### src/lpmc_params.svh
// Register offsets, field positions, reset values and timing counts of the low-power mode controller
`ifndef LPMC_PARAMS_SVH
`define LPMC_PARAMS_SVH

`define LPMC_OFS_CTRL 12'h000
`define LPMC_OFS_MODE 12'h004
`define LPMC_OFS_WAKE_EN 12'h008
`define LPMC_OFS_WAKE_SRC 12'h00C
`define LPMC_OFS_PSW 12'h010
`define LPMC_OFS_IRQ_STAT 12'h014
`define LPMC_OFS_IRQ_MASK 12'h018
`define LPMC_OFS_TAMPER_TS 12'h01C
`define LPMC_OFS_STATE 12'h020
`define LPMC_OFS_SLOW_DIV 12'h024

`define LPMC_CTRL_SHUTDOWN 0
`define LPMC_CTRL_BKPIN0 1
`define LPMC_PSW_SWITCH_CONTROL_BIT 0
`define LPMC_PSW_SWITCH_SOFTWARE_CONTROL_BIT 1
`define LPMC_PSW_FROM_ANA 2

`define LPMC_MODE_RUN 2'h0
`define LPMC_MODE_IDLE 2'h1
`define LPMC_MODE_SLOW 2'h2
`define LPMC_MODE_STOP 2'h3

`define LPMC_EV_RTC 0
`define LPMC_EV_WK0 1
`define LPMC_EV_WK2 2
`define LPMC_EV_LOW_POWER_SERIAL_RECEIVER 10
`define LPMC_EV_ACC 11
`define LPMC_EV_USB 12
`define LPMC_EV_TAMPER 13
`define LPMC_EV_ANA_GOOD 14
`define LPMC_EV_W 15
`define LPMC_WAKE_W 13

`define LPMC_BACKUP_WAKE_MASK 13'h0_FFF
`define LPMC_STOP_WAKE_MASK 13'h1_3FE

`define LPMC_IRQ_WAKE 0
`define LPMC_IRQ_TAMPER 1
`define LPMC_IRQ_LP_EXIT 2
`define LPMC_IRQ_W 3

`define LPMC_WAKE_EN_RST 13'h0_000
`define LPMC_SLOW_DIV_RST 16'h0010
`define LPMC_CLK_MHZ 20
`define LPMC_RC_START_NS 1000
`define LPMC_RC_START_CYC ((`LPMC_RC_START_NS * `LPMC_CLK_MHZ + 999) / 1000)

`endif

### src/lpmc_pkg.sv
// Types shared by the low-power mode controller modules
package lpmc_pkg;
	typedef enum logic [2:0] {
		LPMC_ST_RUN,
		LPMC_ST_IDLE,
		LPMC_ST_SLOW,
		LPMC_ST_SLOW_RUN,
		LPMC_ST_STOP,
		LPMC_ST_RC_START,
		LPMC_ST_BACKUP
	} lpmc_state_t;
endpackage

### src/lpmc_evt_if.sv
// Synchronised event levels and rising edges passed to the controller core
`timescale 1ns/1ps
interface lpmc_evt_if #(parameter int W = 15);
	logic [W-1:0] level;
	logic [W-1:0] rise;
	modport src (output level, output rise);
	modport dst (input level, input rise);
endinterface

### src/lpmc_core.sv
// Low-power mode controller: mode sequencing, wake handling, supply switch and AHB-Lite registers
// Function
// [RULE1] Software drives power-off request low for backup
// [RULE2] Wake event returns power-off request high automatically
// [RULE3] Backup exit by RTC, wake pins, serial, comparator
// [RULE4] Analog rail feeds backup area when both bits set
// [RULE5] Backup area logic stays running always
// [RULE6] Tamper detections recorded with RTC timestamp
// [RULE7] Idle stops processor clock only
// [RULE8] Idle entry and exit fast, full speed
// [RULE9] Slow mode holds processor, peripherals slowly clocked
// [RULE10] Any enabled interrupt exits slow mode, stays slow
// [RULE11] Software moves all clocks to RC first
// [RULE12] Clock-stop entry stops RC oscillator, all clocks
// [RULE13] Wake restarts RC oscillator automatically
// [RULE14] Only wake pins and USB resume wake clock-stop
// [RULE15] External supply keeps backup and memory rails
// [RULE16] Self-refresh config requested via backup pin zero
// [RULE17] External chip applies config on power-off request
// [RULE18] External logic holds memory rail with pin zero
// [RULE19] Record wake source for software after restart
`timescale 1ns/1ps
`include "lpmc_params.svh"
module lpmc_core
	import lpmc_pkg::*;
#(
	parameter int SLOW_DIV_W = 16
) (
	input wire logic clk_sys,
	input wire logic sys_rst,
	input wire logic hsel,
	input wire logic [31:0] haddr,
	input wire logic [1:0] htrans,
	input wire logic hwrite,
	input wire logic [2:0] hsize,
	input wire logic [31:0] hwdata,
	input wire logic hready,
	output logic [31:0] hrdata,
	output logic hreadyout,
	output logic hresp,
	input wire logic rtc_evt,
	input wire logic wake_pin_zero,
	input wire logic [7:0] wake_pin_two_to_nine,
	input wire logic low_power_serial_receiver_evt,
	input wire logic analog_compare_unit_evt,
	input wire logic usb_resume,
	input wire logic tamper_evt,
	input wire logic analog_rail_good,
	input wire logic [31:0] rtc_time,
	input wire logic irq_pending,
	output logic power_off_request_pin_n,
	output logic backup_pin_zero,
	output logic backup_supply_from_analog,
	output logic backup_area_on,
	output logic cpu_clk_en,
	output logic periph_clk_en,
	output logic main_rc_osc_en,
	output logic cpu_wfi_hold,
	output logic irq
);
	lpmc_evt_if #(.W(`LPMC_EV_W)) evt ();

	lpmc_evt_sync #(.W(`LPMC_EV_W)) u_sync (
		.clk_sys(clk_sys),
		.sys_rst(sys_rst),
		.pins({analog_rail_good, tamper_evt, usb_resume, analog_compare_unit_evt,
			low_power_serial_receiver_evt, wake_pin_two_to_nine, wake_pin_zero, rtc_evt}),
		.evt(evt)
	);

	localparam logic [7:0] RC_START_CYC = 8'(`LPMC_RC_START_CYC);

	function automatic logic [`LPMC_WAKE_W-1:0] pick_wake(input logic [`LPMC_WAKE_W-1:0] rise,
		input logic [`LPMC_WAKE_W-1:0] en, input logic [`LPMC_WAKE_W-1:0] allowed);
		pick_wake = rise & en & allowed;
	endfunction

	function automatic logic hit(input logic [11:0] a, input logic [11:0] ofs);
		hit = (a == ofs);
	endfunction

	// Bus and register state
	logic ph_wr_q, ph_wr_d;
	logic [11:0] ph_addr_q, ph_addr_d;
	logic [31:0] rdata_q, rdata_d;
	logic shutdown_q, shutdown_d;
	logic bkpin0_q, bkpin0_d;
	logic [1:0] mode_req_q, mode_req_d;
	logic mode_go_q, mode_go_d;
	logic [`LPMC_WAKE_W-1:0] wake_en_q, wake_en_d;
	logic [`LPMC_WAKE_W-1:0] wake_src_q, wake_src_d;
	logic switch_control_bit_q, switch_control_bit_d;
	logic switch_software_control_bit_q, switch_software_control_bit_d;
	logic [`LPMC_IRQ_W-1:0] irq_stat_q, irq_stat_d;
	logic [`LPMC_IRQ_W-1:0] irq_mask_q, irq_mask_d;
	logic [31:0] tamper_ts_q, tamper_ts_d;
	logic [SLOW_DIV_W-1:0] slow_div_q, slow_div_d;

	// Sequencer state
	lpmc_state_t state_q, state_d;
	logic [SLOW_DIV_W-1:0] div_cnt_q, div_cnt_d;
	logic slow_tick_q, slow_tick_d;
	logic [7:0] rc_cnt_q, rc_cnt_d;

	logic addr_ph, wr_ph;
	logic [`LPMC_WAKE_W-1:0] wake_rise, backup_hit, stop_hit;
	logic lp_exit;

	always_comb begin
		addr_ph = hsel & htrans[1] & hready;
		wr_ph = ph_wr_q;
		wake_rise = evt.rise[`LPMC_WAKE_W-1:0];
		backup_hit = pick_wake(wake_rise, wake_en_q, `LPMC_BACKUP_WAKE_MASK); // [RULE3]
		stop_hit = pick_wake(wake_rise, wake_en_q, `LPMC_STOP_WAKE_MASK); // [RULE14]
	end

	// Sequencer
	always_comb begin
		state_d = state_q;
		rc_cnt_d = rc_cnt_q;
		lp_exit = 1'b0;
		// Reduced-rate tick; it keeps running in every state so slow entry needs no restart
		if (div_cnt_q >= slow_div_q) begin
			div_cnt_d = '0;
			slow_tick_d = 1'b1;
		end else begin
			div_cnt_d = div_cnt_q + 1'b1;
			slow_tick_d = 1'b0;
		end
		case (state_q)
			LPMC_ST_RUN, LPMC_ST_SLOW_RUN: begin
				if (shutdown_q) begin
					state_d = LPMC_ST_BACKUP; // [RULE1]
				end else if (mode_go_q) begin
					case (mode_req_q)
						`LPMC_MODE_IDLE: state_d = LPMC_ST_IDLE;
						`LPMC_MODE_SLOW: state_d = LPMC_ST_SLOW;
						`LPMC_MODE_STOP: state_d = LPMC_ST_STOP;
						default: state_d = LPMC_ST_RUN;
					endcase
				end
			end
			LPMC_ST_IDLE: begin
				if (irq_pending) begin
					state_d = LPMC_ST_RUN; // [RULE8]
					lp_exit = 1'b1;
				end
			end
			LPMC_ST_SLOW: begin
				if (irq_pending) begin
					state_d = LPMC_ST_SLOW_RUN; // [RULE10]
					lp_exit = 1'b1;
				end
			end
			LPMC_ST_STOP: begin
				if (|stop_hit) begin
					state_d = LPMC_ST_RC_START; // [RULE13]
					rc_cnt_d = RC_START_CYC;
				end
			end
			LPMC_ST_RC_START: begin
				if (rc_cnt_q <= 8'h01) begin
					state_d = LPMC_ST_RUN;
					lp_exit = 1'b1;
				end else begin
					rc_cnt_d = rc_cnt_q - 8'h01;
				end
			end
			LPMC_ST_BACKUP: begin
				if (|backup_hit) begin
					state_d = LPMC_ST_RUN; // [RULE2]
				end
			end
			default: state_d = LPMC_ST_RUN;
		endcase
	end

	always_ff @(posedge clk_sys) begin
		if (sys_rst) begin
			state_q <= LPMC_ST_RUN;
			div_cnt_q <= '0;
			slow_tick_q <= 1'b0;
			rc_cnt_q <= '0;
		end else begin
			state_q <= state_d;
			div_cnt_q <= div_cnt_d;
			slow_tick_q <= slow_tick_d;
			rc_cnt_q <= rc_cnt_d;
		end
	end

	// Register file
	always_comb begin
		ph_wr_d = addr_ph & hwrite;
		ph_addr_d = addr_ph ? haddr[11:0] : ph_addr_q;
		shutdown_d = shutdown_q;
		bkpin0_d = bkpin0_q;
		mode_req_d = mode_req_q;
		mode_go_d = 1'b0;
		wake_en_d = wake_en_q;
		wake_src_d = wake_src_q;
		switch_control_bit_d = switch_control_bit_q;
		switch_software_control_bit_d = switch_software_control_bit_q;
		irq_stat_d = irq_stat_q;
		irq_mask_d = irq_mask_q;
		tamper_ts_d = tamper_ts_q;
		slow_div_d = slow_div_q;
		if (wr_ph) begin
			if (hit(ph_addr_q, `LPMC_OFS_CTRL)) begin
				shutdown_d = hwdata[`LPMC_CTRL_SHUTDOWN];
				bkpin0_d = hwdata[`LPMC_CTRL_BKPIN0]; // [RULE16]
			end
			if (hit(ph_addr_q, `LPMC_OFS_MODE)) begin
				mode_req_d = hwdata[1:0];
				mode_go_d = 1'b1;
			end
			if (hit(ph_addr_q, `LPMC_OFS_WAKE_EN)) begin
				wake_en_d = hwdata[`LPMC_WAKE_W-1:0];
			end
			if (hit(ph_addr_q, `LPMC_OFS_WAKE_SRC)) begin
				wake_src_d = wake_src_q & ~hwdata[`LPMC_WAKE_W-1:0];
			end
			if (hit(ph_addr_q, `LPMC_OFS_PSW)) begin
				switch_control_bit_d = hwdata[`LPMC_PSW_SWITCH_CONTROL_BIT];
				switch_software_control_bit_d = hwdata[`LPMC_PSW_SWITCH_SOFTWARE_CONTROL_BIT];
			end
			if (hit(ph_addr_q, `LPMC_OFS_IRQ_STAT)) begin
				irq_stat_d = irq_stat_q & ~hwdata[`LPMC_IRQ_W-1:0];
			end
			if (hit(ph_addr_q, `LPMC_OFS_IRQ_MASK)) begin
				irq_mask_d = hwdata[`LPMC_IRQ_W-1:0];
			end
			if (hit(ph_addr_q, `LPMC_OFS_SLOW_DIV)) begin
				slow_div_d = hwdata[SLOW_DIV_W-1:0];
			end
		end
		// Hardware sets after the write so a same-cycle event beats the clear
		if (state_q == LPMC_ST_BACKUP && |backup_hit) begin
			shutdown_d = 1'b0; // [RULE2]
			wake_src_d = backup_hit; // [RULE19]
			irq_stat_d[`LPMC_IRQ_WAKE] = 1'b1;
		end
		if (state_q == LPMC_ST_STOP && |stop_hit) begin
			wake_src_d = stop_hit; // [RULE19]
			irq_stat_d[`LPMC_IRQ_WAKE] = 1'b1;
		end
		if (lp_exit) begin
			irq_stat_d[`LPMC_IRQ_LP_EXIT] = 1'b1;
		end
		if (evt.rise[`LPMC_EV_TAMPER]) begin
			tamper_ts_d = rtc_time; // [RULE6]
			irq_stat_d[`LPMC_IRQ_TAMPER] = 1'b1; // [RULE6]
		end
		rdata_d = 32'h0000_0000;
		if (addr_ph && !hwrite) begin
			case (haddr[11:0])
				`LPMC_OFS_CTRL: rdata_d = {30'h0000_0000, bkpin0_q, shutdown_q};
				`LPMC_OFS_MODE: rdata_d = {30'h0000_0000, mode_req_q};
				`LPMC_OFS_WAKE_EN: rdata_d = {19'h0_0000, wake_en_q};
				`LPMC_OFS_WAKE_SRC: rdata_d = {19'h0_0000, wake_src_q};
				`LPMC_OFS_PSW: rdata_d = {29'h0000_0000, backup_supply_from_analog, switch_software_control_bit_q, switch_control_bit_q};
				`LPMC_OFS_IRQ_STAT: rdata_d = {29'h0000_0000, irq_stat_q};
				`LPMC_OFS_IRQ_MASK: rdata_d = {29'h0000_0000, irq_mask_q};
				`LPMC_OFS_TAMPER_TS: rdata_d = tamper_ts_q;
				`LPMC_OFS_STATE: rdata_d = {29'h0000_0000, state_q};
				`LPMC_OFS_SLOW_DIV: rdata_d = 32'(slow_div_q);
				default: rdata_d = 32'h0000_0000;
			endcase
		end
	end

	always_ff @(posedge clk_sys) begin
		if (sys_rst) begin
			ph_wr_q <= 1'b0;
			ph_addr_q <= 12'h000;
			rdata_q <= 32'h0000_0000;
			shutdown_q <= 1'b0;
			bkpin0_q <= 1'b0;
			mode_req_q <= `LPMC_MODE_RUN;
			mode_go_q <= 1'b0;
			wake_en_q <= `LPMC_WAKE_EN_RST;
			wake_src_q <= '0;
			switch_control_bit_q <= 1'b0;
			switch_software_control_bit_q <= 1'b0;
			irq_stat_q <= '0;
			irq_mask_q <= '0;
			tamper_ts_q <= 32'h0000_0000;
			slow_div_q <= SLOW_DIV_W'(`LPMC_SLOW_DIV_RST);
		end else begin
			ph_wr_q <= ph_wr_d;
			ph_addr_q <= ph_addr_d;
			rdata_q <= rdata_d;
			shutdown_q <= shutdown_d;
			bkpin0_q <= bkpin0_d;
			mode_req_q <= mode_req_d;
			mode_go_q <= mode_go_d;
			wake_en_q <= wake_en_d;
			wake_src_q <= wake_src_d;
			switch_control_bit_q <= switch_control_bit_d;
			switch_software_control_bit_q <= switch_software_control_bit_d;
			irq_stat_q <= irq_stat_d;
			irq_mask_q <= irq_mask_d;
			tamper_ts_q <= tamper_ts_d;
			slow_div_q <= slow_div_d;
		end
	end

	// Clock gating follows state; slow tick gates peripherals only in slow mode and both domains in slow run
	always_comb begin
		hrdata = rdata_q;
		hreadyout = 1'b1;
		hresp = 1'b0;
		power_off_request_pin_n = (state_q != LPMC_ST_BACKUP); // [RULE2]
		backup_pin_zero = bkpin0_q; // [RULE16]
		backup_supply_from_analog = switch_control_bit_q & switch_software_control_bit_q & evt.level[`LPMC_EV_ANA_GOOD]; // [RULE4]
		backup_area_on = 1'b1; // [RULE5]
		main_rc_osc_en = (state_q != LPMC_ST_STOP); // [RULE12]
		cpu_wfi_hold = (state_q == LPMC_ST_IDLE) || (state_q == LPMC_ST_SLOW) || (state_q == LPMC_ST_STOP); // [RULE9]
		case (state_q)
			LPMC_ST_RUN: begin
				cpu_clk_en = 1'b1; // [RULE8]
				periph_clk_en = 1'b1;
			end
			LPMC_ST_IDLE: begin
				cpu_clk_en = 1'b0; // [RULE7]
				periph_clk_en = 1'b1; // [RULE7]
			end
			LPMC_ST_SLOW: begin
				cpu_clk_en = 1'b0;
				periph_clk_en = slow_tick_q; // [RULE9]
			end
			LPMC_ST_SLOW_RUN: begin
				cpu_clk_en = slow_tick_q; // [RULE10]
				periph_clk_en = slow_tick_q;
			end
			default: begin
				cpu_clk_en = 1'b0; // [RULE12]
				periph_clk_en = 1'b0;
			end
		endcase
		irq = |(irq_stat_q & irq_mask_q);
	end
endmodule

### src/lpmc_evt_sync.sv
// Two-flop synchronisers and rising-edge detect for asynchronous event pins
`timescale 1ns/1ps
module lpmc_evt_sync #(
	parameter int W = 15
) (
	input wire logic clk_sys,
	input wire logic sys_rst,
	input wire logic [W-1:0] pins,
	lpmc_evt_if.src evt
);
	logic [W-1:0] meta_q, meta_d;
	logic [W-1:0] sync_q, sync_d;
	logic [W-1:0] last_q, last_d;
	logic [W-1:0] rise_q, rise_d;

	genvar g;
	generate
		for (g = 0; g < W; g++) begin : g_bit
			always_comb begin
				meta_d[g] = pins[g];
				sync_d[g] = meta_q[g];
				last_d[g] = sync_q[g];
				rise_d[g] = sync_q[g] & ~last_q[g];
			end
		end
	endgenerate

	always_ff @(posedge clk_sys) begin
		if (sys_rst) begin
			meta_q <= '0;
			sync_q <= '0;
			last_q <= '0;
			rise_q <= '0;
		end else begin
			meta_q <= meta_d;
			sync_q <= sync_d;
			last_q <= last_d;
			rise_q <= rise_d;
		end
	end

	assign evt.level = sync_q;
	assign evt.rise = rise_q;
endmodule

### config.mk
export PLATFORM = sky130hd
export DESIGN_NAME = lpmc_core
export DESIGN_NICKNAME = d
export VERILOG_FILES = /design/src/lpmc_pkg.sv /design/src/lpmc_evt_if.sv /design/src/lpmc_core.sv /design/src/lpmc_evt_sync.sv
export VERILOG_INCLUDE_DIRS = /design/src
export SDC_FILE = /design/constraint.sdc
export NUM_CORES = 1
export LEC_CHECK = 0
export BUFFER_PORTS_ARGS = -buffer_cell sky130_fd_sc_hd__buf_2
export CORE_MARGIN = 2
export CORE_UTILIZATION = 30
export DETAILED_ROUTE_END_ITERATION = 10
export PLACE_DENSITY = 0.56
export SYNTH_ARGS = -nofsm -noshare
export SYNTH_HDL_FRONTEND = slang
export SYNTH_SLANG_ARGS = --single-unit
### constraint.sdc
create_clock -name clk_sys -period 3.25 [get_ports clk_sys]
set_input_delay 0.65 -clock clk_sys [delete_from_list [all_inputs] [get_ports clk_sys]]
set_output_delay 0.65 -clock clk_sys [all_outputs]
set_load 0.005 [all_outputs]
==> qor.txt <==
status: completed
cell internal pwr: 4.72 mW
Syn Std Cell Area: 8680 um^2
post_cts resized: 0
Worst Setup Path Type: reg -> out
maxcap violations: 0
Final Instance Count excl. Fillers: 1,445
Required @ worst endpoint: 2.60 ns
reg-to-reg endpoint: wake_en_q[5]$_SDFFE_PP0P_
Clock Pin Slew Worst Setup and Hold Paths: 0.06 ns
DR pass1 iterations: 5
DR WL/cell: 15.0 um
Most used DFF post-synth: dfxtp_1
fin nets: 1,181
Site Rows: 62
Final Setup Violations: 0
number of buffers created by CTS: 26
maximum clock path buffer count: 3
GRT Overall Usage: 14.1%
hold depth: 2
total gr overflow: 0
crit path DAT: 1.95 ns
P&R area growth vs syn: 21.4%
hold buffer count at cts: 0
Yosys Warn Count: 0
relative slew slack: 39.7%
maximum vdd drop: 0.317 mV
most frequent cells in the layout: 217 x dfxtp_1, 120 x nand2_1, 120 x buf_2
synthesized area per cell: 9.29 um^2
antenna-violating nets left: 0
Remaining DRCs: 0
Total Wirelength: 21,700 um
# placed instances: 1,396
first-pass GRT wire length: 34,400 um
largest net degree at the start of global routing: 81
Mapped Cells: 934
I/O pin count: 165
Net Sw Frac: 21.7%
Clock Skew: 0.0190 ns
period utilisation layout: 80.2%
worst min-delay path endpoint: u_sync.meta_q[12]$_SDFF_PP0_
fillers: 2,915
initial core utilization: 30.3%
min Tclk post-route: 2.60 ns
Fin. Hold Viols: 0
die height: 174 um
via count: 6,748
HP Class: in -> reg
clk root buf: clkbuf_16
Gate power share: 4.0%
number of synthesized flops with an enable pin: 0
Synth top area share: 50.3%
register area share after synthesis: 50.3%
Synth area leader: dfxtp_1
R2R Path Start: ph_addr_q[4]$_SDFFE_PP0P_
Pwr Density: 572 nW/um^2
Netlist cell types: 64
later-pin clock latency in the skew report: 0.53 ns
core area: 28,600 um^2
HPWL after DPL: 15,300 um
Worst Setup Start Kind: flip-flop
post-route setup TNS: 0 ns
synthesized flop and latch total: 218
Via density: 4.67
maximum operating frequency: 0.384 GHz
Final GP Congestion: 0.782
Max Slew Vio Count: 0
commonest non-fill, non-tap cell in the layout: dfxtp_1
Slew @ Worst Pin: 0.904 ns
vias in the first global route: 6,262
PortBufs: 121
Worst Reg-to-Reg Cells: 5
Worst Setup End Kind: output port
Psw: 1.31 mW
DR iter-0 viols: 406
Post-CTS Setup Inserts: 0
Seq pwr share: 45.7%
CTS H-Tree Depth: 1
leakage power: 4.03 nW
RSZ-0062 raised after global routing: false
asr flop ratio synth: 0%
CTS sink cnt: 218
clock group share of total power: 50.2%
Hold Startpoint: usb_resume
Die W: 174 um
ranking of synthesized cells by area: dfxtp_1 50%, mux2i_1 5.2%, nand2_1 5.2%
initial antenna violation count: 2
CTS tree: built
layout cell share with drive strength beyond 1: 19.5%
Critical Path Fanout Max: 15
R2R Setup Slk: 0.94 ns
DIE AREA: 30,300 um^2
-- metal layers --
layer  GRT usage [%]  up-vias  wire length, um  share of wire (%)
met5               0        -               11              0.051
li1                -     3418                -                  -
met3            3.30       35             1450                6.7
met2            21.6      199             9320                 43
met4            3.54        2              433                2.0
met1            19.8     3094            10500                 48
-- state kept, by name, summed over array words and instances, names as in the netlist, 3 cells and up --
signal,flops
hrdata,32
tamper_ts_q,32
div_cnt_q,16
slow_div_q,16
u_sync.evt.level,15
u_sync.meta_q,15
u_sync.evt.rise,14
u_sync.last_q,14
wake_en_q,13
wake_src_q,13
ph_addr_q,12
rc_cnt_q,8
irq_mask_q,3
irq_stat_q,3
state_q,3
-- cells by family (layout without fill, tap and decap cells) --
| family | Yosys count | in the layout | synth area share, % |
|---|---|---|---|
| XOR/XNOR | 18 | 18 | 1.82 |
| AO/OA/AOI/OAI | 152 | 152 | 11.2 |
| multiplexers | 62 | 62 | 7.66 |
| flip-flops | 218 | 218 | 50.3 |
| AND/OR/NAND/NOR | 380 | 380 | 22.2 |
| other | 2 | 4 | 0.0865 |
| adder cells (fa/ha/maj) | 19 | 19 | 2.74 |
| buffers and inverters | 83 | 208 | 4.02 |
-- power groups by stage --
stage,Combinational (mW),Sequential [mW],Clock [mW]
5_1_grt,0.272,2.76,3.22
4_1_cts,0.246,2.75,3.10
3_3_place_gp,0.243,2.81,0
2_1_floorplan,0.152,2.79,0
3_5_place_dp,0.245,2.81,0
6_report,0.243,2.75,3.03
-- critical path, cell delays in order (launching register included) --
cell     delay (ns)
dfxtp_1        0.64
xnor2_1        0.27
o21ai_0        0.34
buf_2          0.18
-- through the flow --
step	hold WS, ns	total power [mW]	setup WS, ns	instance area, um^2	utilization (%)
floorplan	0.367	2.95	1.13	8680	-
global placement	0.366	3.05	0.798	9620	33.6
global route	0.324	6.25	0.543	10500	36.8
finish	0.336	6.02	0.645	10500	36.8
CTS	0.321	6.10	0.617	10500	36.8
detailed placement	0.365	3.06	0.790	9620	33.6
-- layout make-up --
class,count,area (um^2),share of cell area [%]
Tap cell,384,480,4.56
Antenna cell,1,2.50,0.0238
Multi-Input combinational cell,634,3980,37.8
Clock inverter,11,136,1.29
Timing Repair Buffer,132,691,6.56
Sequential cell,218,4370,41.4
Inverter,28,105,0.998
Clock buffer,37,773,7.34
-- worst max path at each step --
stage | end | cells past startpoint | slack [ns] | startpoint
3_3_place_gp | hrdata[24]$_SDFF_PP0_ | 6 | 0.80 | haddr[8]
6_report | cpu_wfi_hold | 3 | 0.65 | state_q[0]$_SDFFE_PP0P_
2_1_floorplan | hrdata[22]$_SDFF_PP0_ | 7 | 1.13 | haddr[0]
5_1_grt | cpu_wfi_hold | 3 | 0.54 | state_q[0]$_SDFFE_PP0P_
3_5_place_dp | hrdata[23]$_SDFF_PP0_ | 6 | 0.79 | haddr[8]
4_1_cts | cpu_wfi_hold | 3 | 0.62 | state_q[0]$_SDFFE_PP0P_
-- synthesized netlist by cell type, types with 15 or more instances --
master    number
nand4_1       15
nand2_1      120
and2_1        18
nor2b_1       63
clkbuf_1      38
a21oi_1       81
ha_1          19
nand3_1       20
nor2_1        81
dfxtp_1      218
mux2_2        15
inv_1         28
mux2i_1       45
No activity file was read; power rests on OpenSTA's default activity.
